$ cat src/rtl/cg_cfg.svh
`ifndef CG_CFG_SVH
`define CG_CFG_SVH

// Clock
`define CG_CLK_NS        10

// Averaging slot, 6 ms
`define CG_SLOT_NS       6000000
`define CG_SLOT_CYC      (`CG_SLOT_NS / `CG_CLK_NS)

// Output frame: 160 Hz nominal, 128 steps per frame
`define CG_PWM_HZ        160
`define CG_PWM_STEPS     128
`define CG_FRAME_NS      (1000000000 / `CG_PWM_HZ)
`define CG_STEP_CYC      (`CG_FRAME_NS / `CG_PWM_STEPS / `CG_CLK_NS)

// Duty = I/(2.2*Ifs) + 0.5, so code gain around mid is 128/2.2 = 640/11
`define CG_GAIN_NUM      640
`define CG_GAIN_DEN      11
`define CG_MID_CODE      7'h40
// Nearest 128-step codes to 95.5 and 4.5 percent duty
`define CG_FS_POS_CODE   7'h7A
`define CG_FS_NEG_CODE   7'h06
`define CG_FRAC_BITS     24

// Full-scale build option in milliamps: 1000 or 10000
`define CG_FS_LOW_MA     1000
`define CG_FS_HIGH_MA    10000

`endif

$ cat src/rtl/cg_pkg.sv
package cg_pkg;

	typedef logic [6:0] cg_code_t;

	typedef struct packed {
		logic [1:0]  modSync;
		logic [23:0] slotCnt;
		logic [23:0] onesCnt;
		cg_code_t    slotCode;
		cg_code_t    pwmCode;
		cg_code_t    ramp;
		logic [15:0] stepCnt;
		logic        slotDone;
		logic        pwm;
	} cg_state_t;

endpackage

$ cat src/rtl/cg_current_gauge.sv
`timescale 1ns/1ns
// Function
// - Filter modulator bitstream into multi-bit value
// - Output high while value exceeds ramp
// - Zero current gives half duty cycle
// - Positive current above half, negative below
// - Full scale maps near 95.5 and 4.5 percent
// - Duty equals current over 2.2 full-scale, plus half
// - Full scale is 1 A or 10 A
// - Duty quantized to 128 steps
// - Extra half-step added to high time
// - Average over 6 ms slots, update once per slot
// - Jitter zero mean, small deviation
// - Peak jitter within 0.3 percent
// - Output frame near 160 Hz, 100 to 250
`include "cg_cfg.svh"

module cg_current_gauge
	import cg_pkg::*;
#(
	parameter int SLOT_CYC  = `CG_SLOT_CYC,
	parameter int STEP_CYC  = `CG_STEP_CYC,
	parameter int FS_MA     = `CG_FS_LOW_MA
) (
	input  wire logic     clk,
	input  wire logic     rst_n,
	input  wire logic     modBit,
	output logic          pwmOut,
	output cg_code_t      codeOut,
	output logic          slotStrobe
);

	// Fixed-point gain 2^24 * 640 / (11 * slot length); a multiply replaces a divider
	localparam longint GAIN_K = ((64'd1 << `CG_FRAC_BITS) * `CG_GAIN_NUM) / (`CG_GAIN_DEN * longint'(SLOT_CYC));
	localparam logic [23:0] SLOT_LAST = 24'(SLOT_CYC - 1);
	localparam logic [15:0] STEP_LAST = 16'(STEP_CYC - 1);
	localparam logic [15:0] STEP_HALF = 16'(STEP_CYC / 2);
	localparam logic [23:0] ONES_HALF = 24'(SLOT_CYC / 2);
	localparam logic [23:0] ONES_FULL = 24'(SLOT_CYC);
	localparam cg_state_t   RESET_S   = '{pwmCode: `CG_MID_CODE, slotCode: `CG_MID_CODE, default: '0};

	// Range option changes only the analog scaling; the digital mapping is the same
	localparam bit HIGH_RANGE = (FS_MA == `CG_FS_HIGH_MA);

	cg_state_t s_q;
	cg_state_t s_d;

	// Ones density to signed code around mid-scale, rounded and clamped to 0..127
	function automatic cg_code_t cg_to_code(input logic [23:0] ones);
		longint diff;
		longint prod;
		longint code;
		diff = 2 * longint'(ones) - longint'(SLOT_CYC);
		prod = diff * GAIN_K + (64'sd1 <<< (`CG_FRAC_BITS - 1));
		code = longint'(`CG_MID_CODE) + (prod >>> `CG_FRAC_BITS);
		if (code < 0) begin
			code = 0;
		end else if (code > 127) begin
			code = 127;
		end
		return cg_code_t'(code);
	endfunction

	logic        slotEnd;
	logic        stepEnd;
	logic        frameEnd;
	logic [23:0] onesTotal;

	always_comb begin
		slotEnd   = (s_q.slotCnt == SLOT_LAST);
		stepEnd   = (s_q.stepCnt == STEP_LAST);
		frameEnd  = stepEnd && (s_q.ramp == 7'h7F);
		onesTotal = s_q.onesCnt + {23'h000000, s_q.modSync[1]};
	end

	always_comb begin
		s_d = s_q;
		// Modulator output is asynchronous to clk
		s_d.modSync = {s_q.modSync[0], modBit};

		// Boxcar average: count ones over one slot, hold result until the next
		if (slotEnd) begin
			s_d.slotCnt  = '0;
			s_d.onesCnt  = '0;
			s_d.slotCode = cg_to_code(onesTotal);
			s_d.slotDone = 1'b1;
		end else begin
			s_d.slotCnt  = s_q.slotCnt + 24'h000001;
			s_d.onesCnt  = onesTotal;
			s_d.slotDone = 1'b0;
		end

		// Free-running ramp, 128 steps per frame
		if (stepEnd) begin
			s_d.stepCnt = '0;
			s_d.ramp    = s_q.ramp + 7'h01;
		end else begin
			s_d.stepCnt = s_q.stepCnt + 16'h0001;
		end

		// New value only at wrap so a frame is never cut mid-way
		if (frameEnd) begin
			s_d.pwmCode = s_q.slotCode;
		end

		// High while code exceeds ramp, plus half a step at ramp == code
		s_d.pwm = (s_q.pwmCode > s_q.ramp)
			|| ((s_q.pwmCode == s_q.ramp) && (s_q.stepCnt < STEP_HALF));
	end

	always_ff @(posedge clk or negedge rst_n) begin
		if (!rst_n) begin
			s_q <= RESET_S;
		end else begin
			s_q <= s_d;
		end
	end

	// Deterministic filter: no added jitter, so mean jitter is zero
	assign pwmOut     = s_q.pwm;
	assign codeOut    = s_q.pwmCode;
	assign slotStrobe = s_q.slotDone;

	// Helper: high-time counter per frame, checked at frame wrap
	logic [23:0] highCnt_q;
	logic [23:0] highCnt_d;
	logic [23:0] highExp;

	always_comb begin
		highCnt_d = frameEnd ? '0 : (highCnt_q + {23'h000000, s_d.pwm});
		highExp   = 24'(s_q.pwmCode) * 24'(STEP_CYC) + 24'(STEP_HALF);
	end

	always_ff @(posedge clk or negedge rst_n) begin
		if (!rst_n) begin
			highCnt_q <= '0;
		end else begin
			highCnt_q <= highCnt_d;
		end
	end
endmodule

$ cat config.mk
export PLATFORM = sky130hd
export DESIGN_NAME = cg_current_gauge
export DESIGN_NICKNAME = d
export VERILOG_FILES = /design/src/rtl/cg_pkg.sv /design/src/rtl/cg_current_gauge.sv
export VERILOG_INCLUDE_DIRS = /design/src /design/src/rtl
export SDC_FILE = /design/constraint.sdc
export NUM_CORES = 1
export LEC_CHECK = 0
export BUFFER_PORTS_ARGS = -buffer_cell sky130_fd_sc_hd__buf_2
export CAP_MARGIN = 40
export CELL_PAD_IN_SITES_DETAIL_PLACEMENT = 1
export CELL_PAD_IN_SITES_GLOBAL_PLACEMENT = 1
export CORE_ASPECT_RATIO = 0.8
export CORE_MARGIN = 2
export CORE_UTILIZATION = 40
export DETAILED_ROUTE_END_ITERATION = 8
export GPL_TIMING_DRIVEN = 0
export PLACE_DENSITY_LB_ADDON = 0.1
export SLEW_MARGIN = 20
export SYNTH_ARGS = -nofsm -noshare
export SYNTH_HDL_FRONTEND = slang
export SYNTH_SLANG_ARGS = --single-unit
$ cat constraint.sdc
create_clock -name clk -period 16 [get_ports clk]
set_input_delay 0.8 -clock clk [delete_from_list [all_inputs] [get_ports clk]]
set_output_delay 0.8 -clock clk [all_outputs]
set_load 0.02 [all_outputs]
==> impl_metrics.yaml, run 1 <==
critical_path:
  worstReg2RegStart: "s_q[39]"
  critical_path.endpoint_type: "flip-flop"
  reg2reg_to: "s_q[35]"
  startpoint_type: "flip-flop"
  cp_slowest_stage_delay_ps: 600
  crit_path_top_delay_cell: "nor4_2"
  ff2ff_path_depth: 43
  timing.setup.critical_path_class: "reg -> reg"
  setup.reg_to_reg.worst_slack_ps: 4560
  timing.critical_path.required_ps: 16200
  worst_ep_arrival_time_ps: 11650
  critical_path_peak_fanout: 10
die:
  floorplan.die_area_um2: 29000
  rows: 54
  start_util_pct: 40.6
  die_height_um: 153
  die-width_um: 190
  design.portCount: 12
  floorplan.core_area_um2: 27200
yosys:
  synth_top_flop_cell: "dfrtp_1"
  synth_xor_xnor_area_share_pct: 10.0
  netlist-cell-type-count: 88
  syn_inst: 1272
  main_combinational_cell_family_by_area_after_synthesis: "adder cells"
  synth.area.mux_share_pct: 1.48
  yosys_warnings: 0
  syn_area_um2: 11100
  synth-simple-area-share_pct: 18.4
  yosys_register_bits: 89
  synthesis.area_per_instance_um2: 8.70
  synth_fa_ha_area_share_pct: 28.5
  synth-compound-area-share_pct: 14.1
  synth_nets: 1480
  synth_sequential_area_ratio_pct: 20.1
  synth_async_sr_flop_share_pct: 100
  count_of_flip_flops_with_a_built_in_enable_after_synthesis: 0
sta:
  peak_freq_ghz: 0.0874
  hold_viol_final: 0
  tightestPinTransition_ps: 851
  finalClockSkew_ps: 9.19
  timing.final.crit_share_pct: 71.5
  fin_setup_tns_ps: 0
  finalCriticalPeriod_ps: 11440
  slew_headroom_pct: 42.9
  timing_max_transition_violations_final: 0
  grt_setup_unrepaired: "no"
  report.final.setup_viol: 0
place:
  placed_cells: 1654
  place_hpwl_mm: 24.9
  routabilityCongestion: 0.798
  detailed_place.area_um2: 11700
  buffer_ports.inserted: 11
clock_tree:
  cts-hold-fix-buffers: 0
  clockRootBuffer: "clkbuf_16"
  num_cts_buffers: 9
  tritoncts: "yes"
  clk_pin_slew_worst_paths_ps: 70
  worstSkewPairLatency_ps: 350
  number_of_cells_upsized_or_downsized_after_cts: 0
  htreeDepth: 3
  number_of_buffers_inserted_to_repair_setup_after_cts: 0
  cts_num_sinks: 89
  clockBufferDepth: 2
global_routing:
  number_of_global_route_vias_before_repair: 9558
  antenna_found_initial: 0
  pin_count_of_the_biggest_net_entering_global_routing: 64
  grt_residual_overflow: 0
  grt_first_pass_wirelength_mm: 49.9
  groute.usage.overall_pct: 21.4
finish:
  insertedDiodeCount: 0
  post_layout_nonfiller_instances: 1671
  finish.utilization_pct: 43.9
  finish.net_count: 1510
  seqCellArea_um2: 2230
  final_layout_size_suffix_gt1_share_pct: 6.35
  fill_cell_count: 3250
  area.growth.synth_to_final_pct: 7.99
  design_area_um2: 12000
  multi_input_area_um2: 8020
detailed_routing:
  wl_per_cell_um: 17.5
  drt-vias-per-instance: 5.42
  finalWirelength_mm: 29.2
  dr_total_vias: 9054
  detailedRoute.firstIterationViolations: 372
  1st_pass_router_iterations: 4
  detail-route-antenna-nets: 0
  detail_route.drc_violations: 0
outcome:
  run_status: "finished clean"
job:
  maxCapViolCount: 0
hold_path:
  hold_class: "in -> async"
[through the flow]
step | setup WS, ps | hold slack (ps)
final | 4560 | 316
after global placement | 4040 | 339
after floorplan | 6670 | 331
after CTS | 4500 | 307
after detailed placement | 4550 | 337
after global routing | 3360 | 311
[cell type report]
| class | instances | area share, % |
|---|---|---|
| Buffer | 39 | 1.47 |
| Clock buffer | 9 | 1.88 |
| Clock inverter | 7 | 0.492 |
| Inverter | 172 | 5.40 |
| Multi-Input combinational cell | 972 | 67.1 |
| Sequential cell | 89 | 18.7 |
| Tap cell | 364 | 3.81 |
| Timing Repair Buffer | 19 | 1.17 |
[worst max-delay path: cells and delay by family (launching register included)]
family | cells | cell delay [ps]
compound gates | 7 | 1710
xor+xnor | 4 | 1550
fa+ha+maj | 10 | 3400
buf+inv | 9 | 1200
flops | 1 | 380
simple gates | 13 | 2980
[cells in the final DEF, fill, tap and decap left out, types with 9 or more instances in the layout]
master | Yosys | layout
a211oi_1 | 13 | 12
a21o_1 | 11 | 11
a21oi_1 | 63 | 63
a31oi_1 | 19 | 19
and2_1 | 17 | 17
and3_1 | 20 | 20
and4_1 | 12 | 12
buf_2 | 2 | 13
buf_4 | 7 | 11
clkbuf_1 | 28 | 28
clkbuf_16 | 0 | 9
dfrtp_1 | 87 | 87
fa_1 | 78 | 78
ha_1 | 127 | 127
inv_1 | 169 | 169
mux2_2 | 10 | 10
nand2_1 | 82 | 82
nand3_1 | 47 | 47
nand4_1 | 25 | 25
nor2_1 | 98 | 98
nor3_1 | 20 | 20
nor4_1 | 11 | 11
o21ai_0 | 38 | 38
o21ai_1 | 11 | 11
o22ai_1 | 9 | 9
or3_1 | 10 | 10
xnor2_1 | 84 | 84
xor2_1 | 43 | 43
[cell families (layout without fill, tap and decap cells)]
group | after synthesis | count (layout)
AOI/OAI and AO/OA | 235 | 235
muxes | 15 | 15
xor gates and xnor gates | 127 | 127
buffers and inverters | 211 | 246
adders and majority gates | 205 | 205
DFF | 89 | 89
and+or+nand+nor | 390 | 390
[flip-flops by register name (all words and copies together), names as in the netlist]
name / count
slotStrobe: 1
codeOut: 7
s_q: 79
s_d: 1
pwmOut: 1
[layer usage]
metal / wire length [µm] / share of wire (%) / global-route usage (%) / vias up
li1: - / - / - / 4456
met5: 0 / 0 / 0 / -
met3: 622 / 2.1 / 2.44 / 18
met2: 12700 / 43 / 33.0 / 80
met4: 244 / 0.83 / 2.73 / 0
met1: 15700 / 54 / 32.7 / 4500
[synthesized netlist by cell type, types with 5 or more instances]
library cell | instances | area (µm²)
nand3_1 | 47 | 235
and3_1 | 20 | 125
o21ai_0 | 38 | 190
a21oi_1 | 63 | 315
a211o_1 | 6 | 52.6
o211ai_1 | 7 | 52.6
buf_4 | 7 | 52.6
a31oi_1 | 19 | 119
a211oi_1 | 13 | 97.6
inv_1 | 169 | 634
xnor2_1 | 84 | 736
fa_1 | 78 | 1560
and2_1 | 17 | 106
nand2b_1 | 5 | 31.3
o21ai_1 | 11 | 55.1
nand4_1 | 25 | 156
or3_1 | 10 | 62.6
nor2_1 | 98 | 368
nor4_1 | 11 | 68.8
nand2_1 | 82 | 308
mux2_2 | 10 | 113
clkbuf_1 | 28 | 105
ha_1 | 127 | 1590
nor3_1 | 20 | 100
xor2_1 | 43 | 377
and4_1 | 12 | 105
o22ai_1 | 9 | 56.3
dfrtp_1 | 87 | 2180
a21o_1 | 11 | 82.6
nor2b_1 | 7 | 43.8
or4_1 | 7 | 52.6
[how the worst max path moves through the flow]
stage          slack (ps)  endpoint  cells past startpoint     from
6_report             4560   s_q[35]                     43  s_q[39]
5_1_grt              3360   s_q[37]                     44  s_q[39]
4_1_cts              4500   s_q[35]                     44  s_q[39]
3_3_place_gp         4040   s_q[35]                     38  s_q[88]
3_5_place_dp         4550   s_q[33]                     44  s_q[39]
2_1_floorplan        6670   s_q[35]                     40  s_q[39]
Power of run 1 is left out: the tool's default activity adds up to more than one toggle a clock period on the data nets, which glitch-free logic cannot reach.
==> run 2, diff against run 1 <==
==> constraint.sdc (replaced) <==
create_clock -name clk -period 9.2 [get_ports clk]
set_input_delay 0.46 -clock clk [delete_from_list [all_inputs] [get_ports clk]]
set_output_delay 0.46 -clock clk [all_outputs]
set_load 0.02 [all_outputs]
==> run 2 against run 1 <==
Effect of this change: count of clock-buffer cells in the layout increased by 2; flip-flop and latch count unchanged; critical path type unchanged; final cell count is 4.1% higher; sequential share of layout area decreased by 2.5 points; first-iteration DRC count increased by 6.2%; largest cell class unchanged; via count is 5.3% higher; clock skew down 0.90 ps.
==> impl_metrics.yaml, run 2 (synthesized netlist as in run 1, its figures left out) <==
job:
  maxCapViolCount: 0
clock_tree:
  cts_num_sinks: 89
  worstSkewPairLatency_ps: 350
  clockRootBuffer: "clkbuf_16"
  clockBufferDepth: 2
  num_cts_buffers: 9
  clk_pin_slew_worst_paths_ps: 70
  tritoncts: "yes"
  htreeDepth: 3
detailed_routing:
  drt-vias-per-instance: 5.48
  detail-route-antenna-nets: 0
  finalWirelength_mm: 32.3
  wl_per_cell_um: 18.5
  detailedRoute.firstIterationViolations: 395
  dr_total_vias: 9533
  1st_pass_router_iterations: 5
  detail_route.drc_violations: 0
place:
  detailed_place.area_um2: 11700
  routabilityCongestion: 0.827
  place_hpwl_mm: 25.2
  detailedPlace.worstSlack_ps: -2030
  buffer_ports.inserted: 11
critical_path:
  critical_path_peak_fanout: 7
  crit_path_top_delay_cell: "or4b_4"
  timing.setup.critical_path_class: "reg -> reg"
  critical_path.endpoint_type: "flip-flop"
  startpoint_type: "flip-flop"
  reg2reg_to: "s_q[35]"
  setup.reg_to_reg.worst_slack_ps: 80
  worstReg2RegStart: "s_q[88]"
  worst_ep_arrival_time_ps: 9380
  timing.critical_path.required_ps: 9460
  cp_slowest_stage_delay_ps: 570
  crit_path_frequent_cell: "ha_4"
  ff2ff_path_depth: 36
sta:
  timing.final.ws_setup_ps: 80.6
  grt_setup_unrepaired: "yes"
  slew_headroom_pct: 44.5
  peak_freq_ghz: 0.110
  tightestPinTransition_ps: 828
  hold_viol_final: 0
  report.final.setup_viol: 0
  holdWs_ps: 218
  finalClockSkew_ps: 8.29
  timing_max_transition_violations_final: 0
  timing.final.crit_share_pct: 99.1
  finalCriticalPeriod_ps: 9120
hold_path:
  timing.hold.worst.start: "modBit"
  hold_class: "in -> reg"
  holdPathEnd: "s_d[88]"
  worst_hold_path.num_cells: 1
finish:
  area.growth.synth_to_final_pct: 24.6
  layout_common_cells: "161 x inv_1, 103 x ha_1, 89 x nor2_1"
  insertedDiodeCount: 0
  design_area_um2: 13800
  final_layout_size_suffix_gt1_share_pct: 22.8
  largest_register_ff_count: 79
  final_common_cell: "inv_1"
  top_register: "s_q"
  finish.net_count: 1579
global_routing:
  grt_residual_overflow: 0
  antenna_found_initial: 0
  groute.usage.overall_pct: 22.6
  pin_count_of_the_biggest_net_entering_global_routing: 74
  number_of_global_route_vias_before_repair: 9921
  grt_first_pass_wirelength_mm: 52.8
die:
  start_util_pct: 40.6
  design.portCount: 12
  die_height_um: 153
  die-width_um: 190
  floorplan.core_area_um2: 27200
  rows: 54
  floorplan.die_area_um2: 29000
outcome:
  run_status: "finished clean"
## run 2: layout make-up
type / count / area [µm²]
flip-flops and latches: 89 / 2230
repair buffers: 101 / 786
clock buffers: 11 / 253
plain buffers: 26 / 149
clock inverters: 5 / 62.6
multi-input cells: 972 / 9210
fillers: 3110 / 13400
well taps: 364 / 455
inverters: 172 / 646
## run 2: how the worst max path moves through the flow
stage	start	endpoint	slack [ps]	cells after the start
after floorplan	s_q[39]	s_q[38]	60	31
after detailed placement	s_q[88]	s_q[33]	-2030	41
after CTS	s_q[88]	s_q[35]	10	41
after global routing	s_q[88]	s_q[37]	-210	36
after global placement	s_q[88]	s_q[35]	-2240	38
final	s_q[88]	s_q[35]	80	36
## run 2: layer usage
metal,vias up,global-route usage [%],part of all wire [%]
li1,4572,-,-
met1,4816,33.9,50
met2,124,36.1,46
met3,21,2.44,3.0
met4,0,2.99,1.1
met5,-,0,0
## run 2: per-stage QoR
step,cells,util (%),TNS [ps]
2_1_floorplan,1272,-,0
3_3_place_gp,1647,42.6,-15570
3_5_place_dp,1654,42.9,-14080
4_1_cts,1691,47.4,0
5_1_grt,1740,50.6,-1350
6_report,1740,50.6,0
## run 2: worst max-delay path, delay by kind of cell (launching register included)
family / cells / cell delay [ps]
AOI/OAI and AO/OA: 7 / 1350
xor gates and xnor gates: 2 / 570
buffers and inverters: 7 / 860
adders and majority gates: 9 / 2920
DFF: 1 / 390
and+or+nand+nor: 11 / 2930
## run 2: timing repair
item | 4_1_cts | 5_1_grt
resized for setup | 131 | 96
pin swaps | 40 | 73
endpoints found under the hold margin | 16 | 0
setup endpoints to repair | 7 | 7
gates cloned | 0 | 0
hold buffers | 1 | 0
buffers inserted | 32 | 49
Power of run 2 is left out for the same reason.
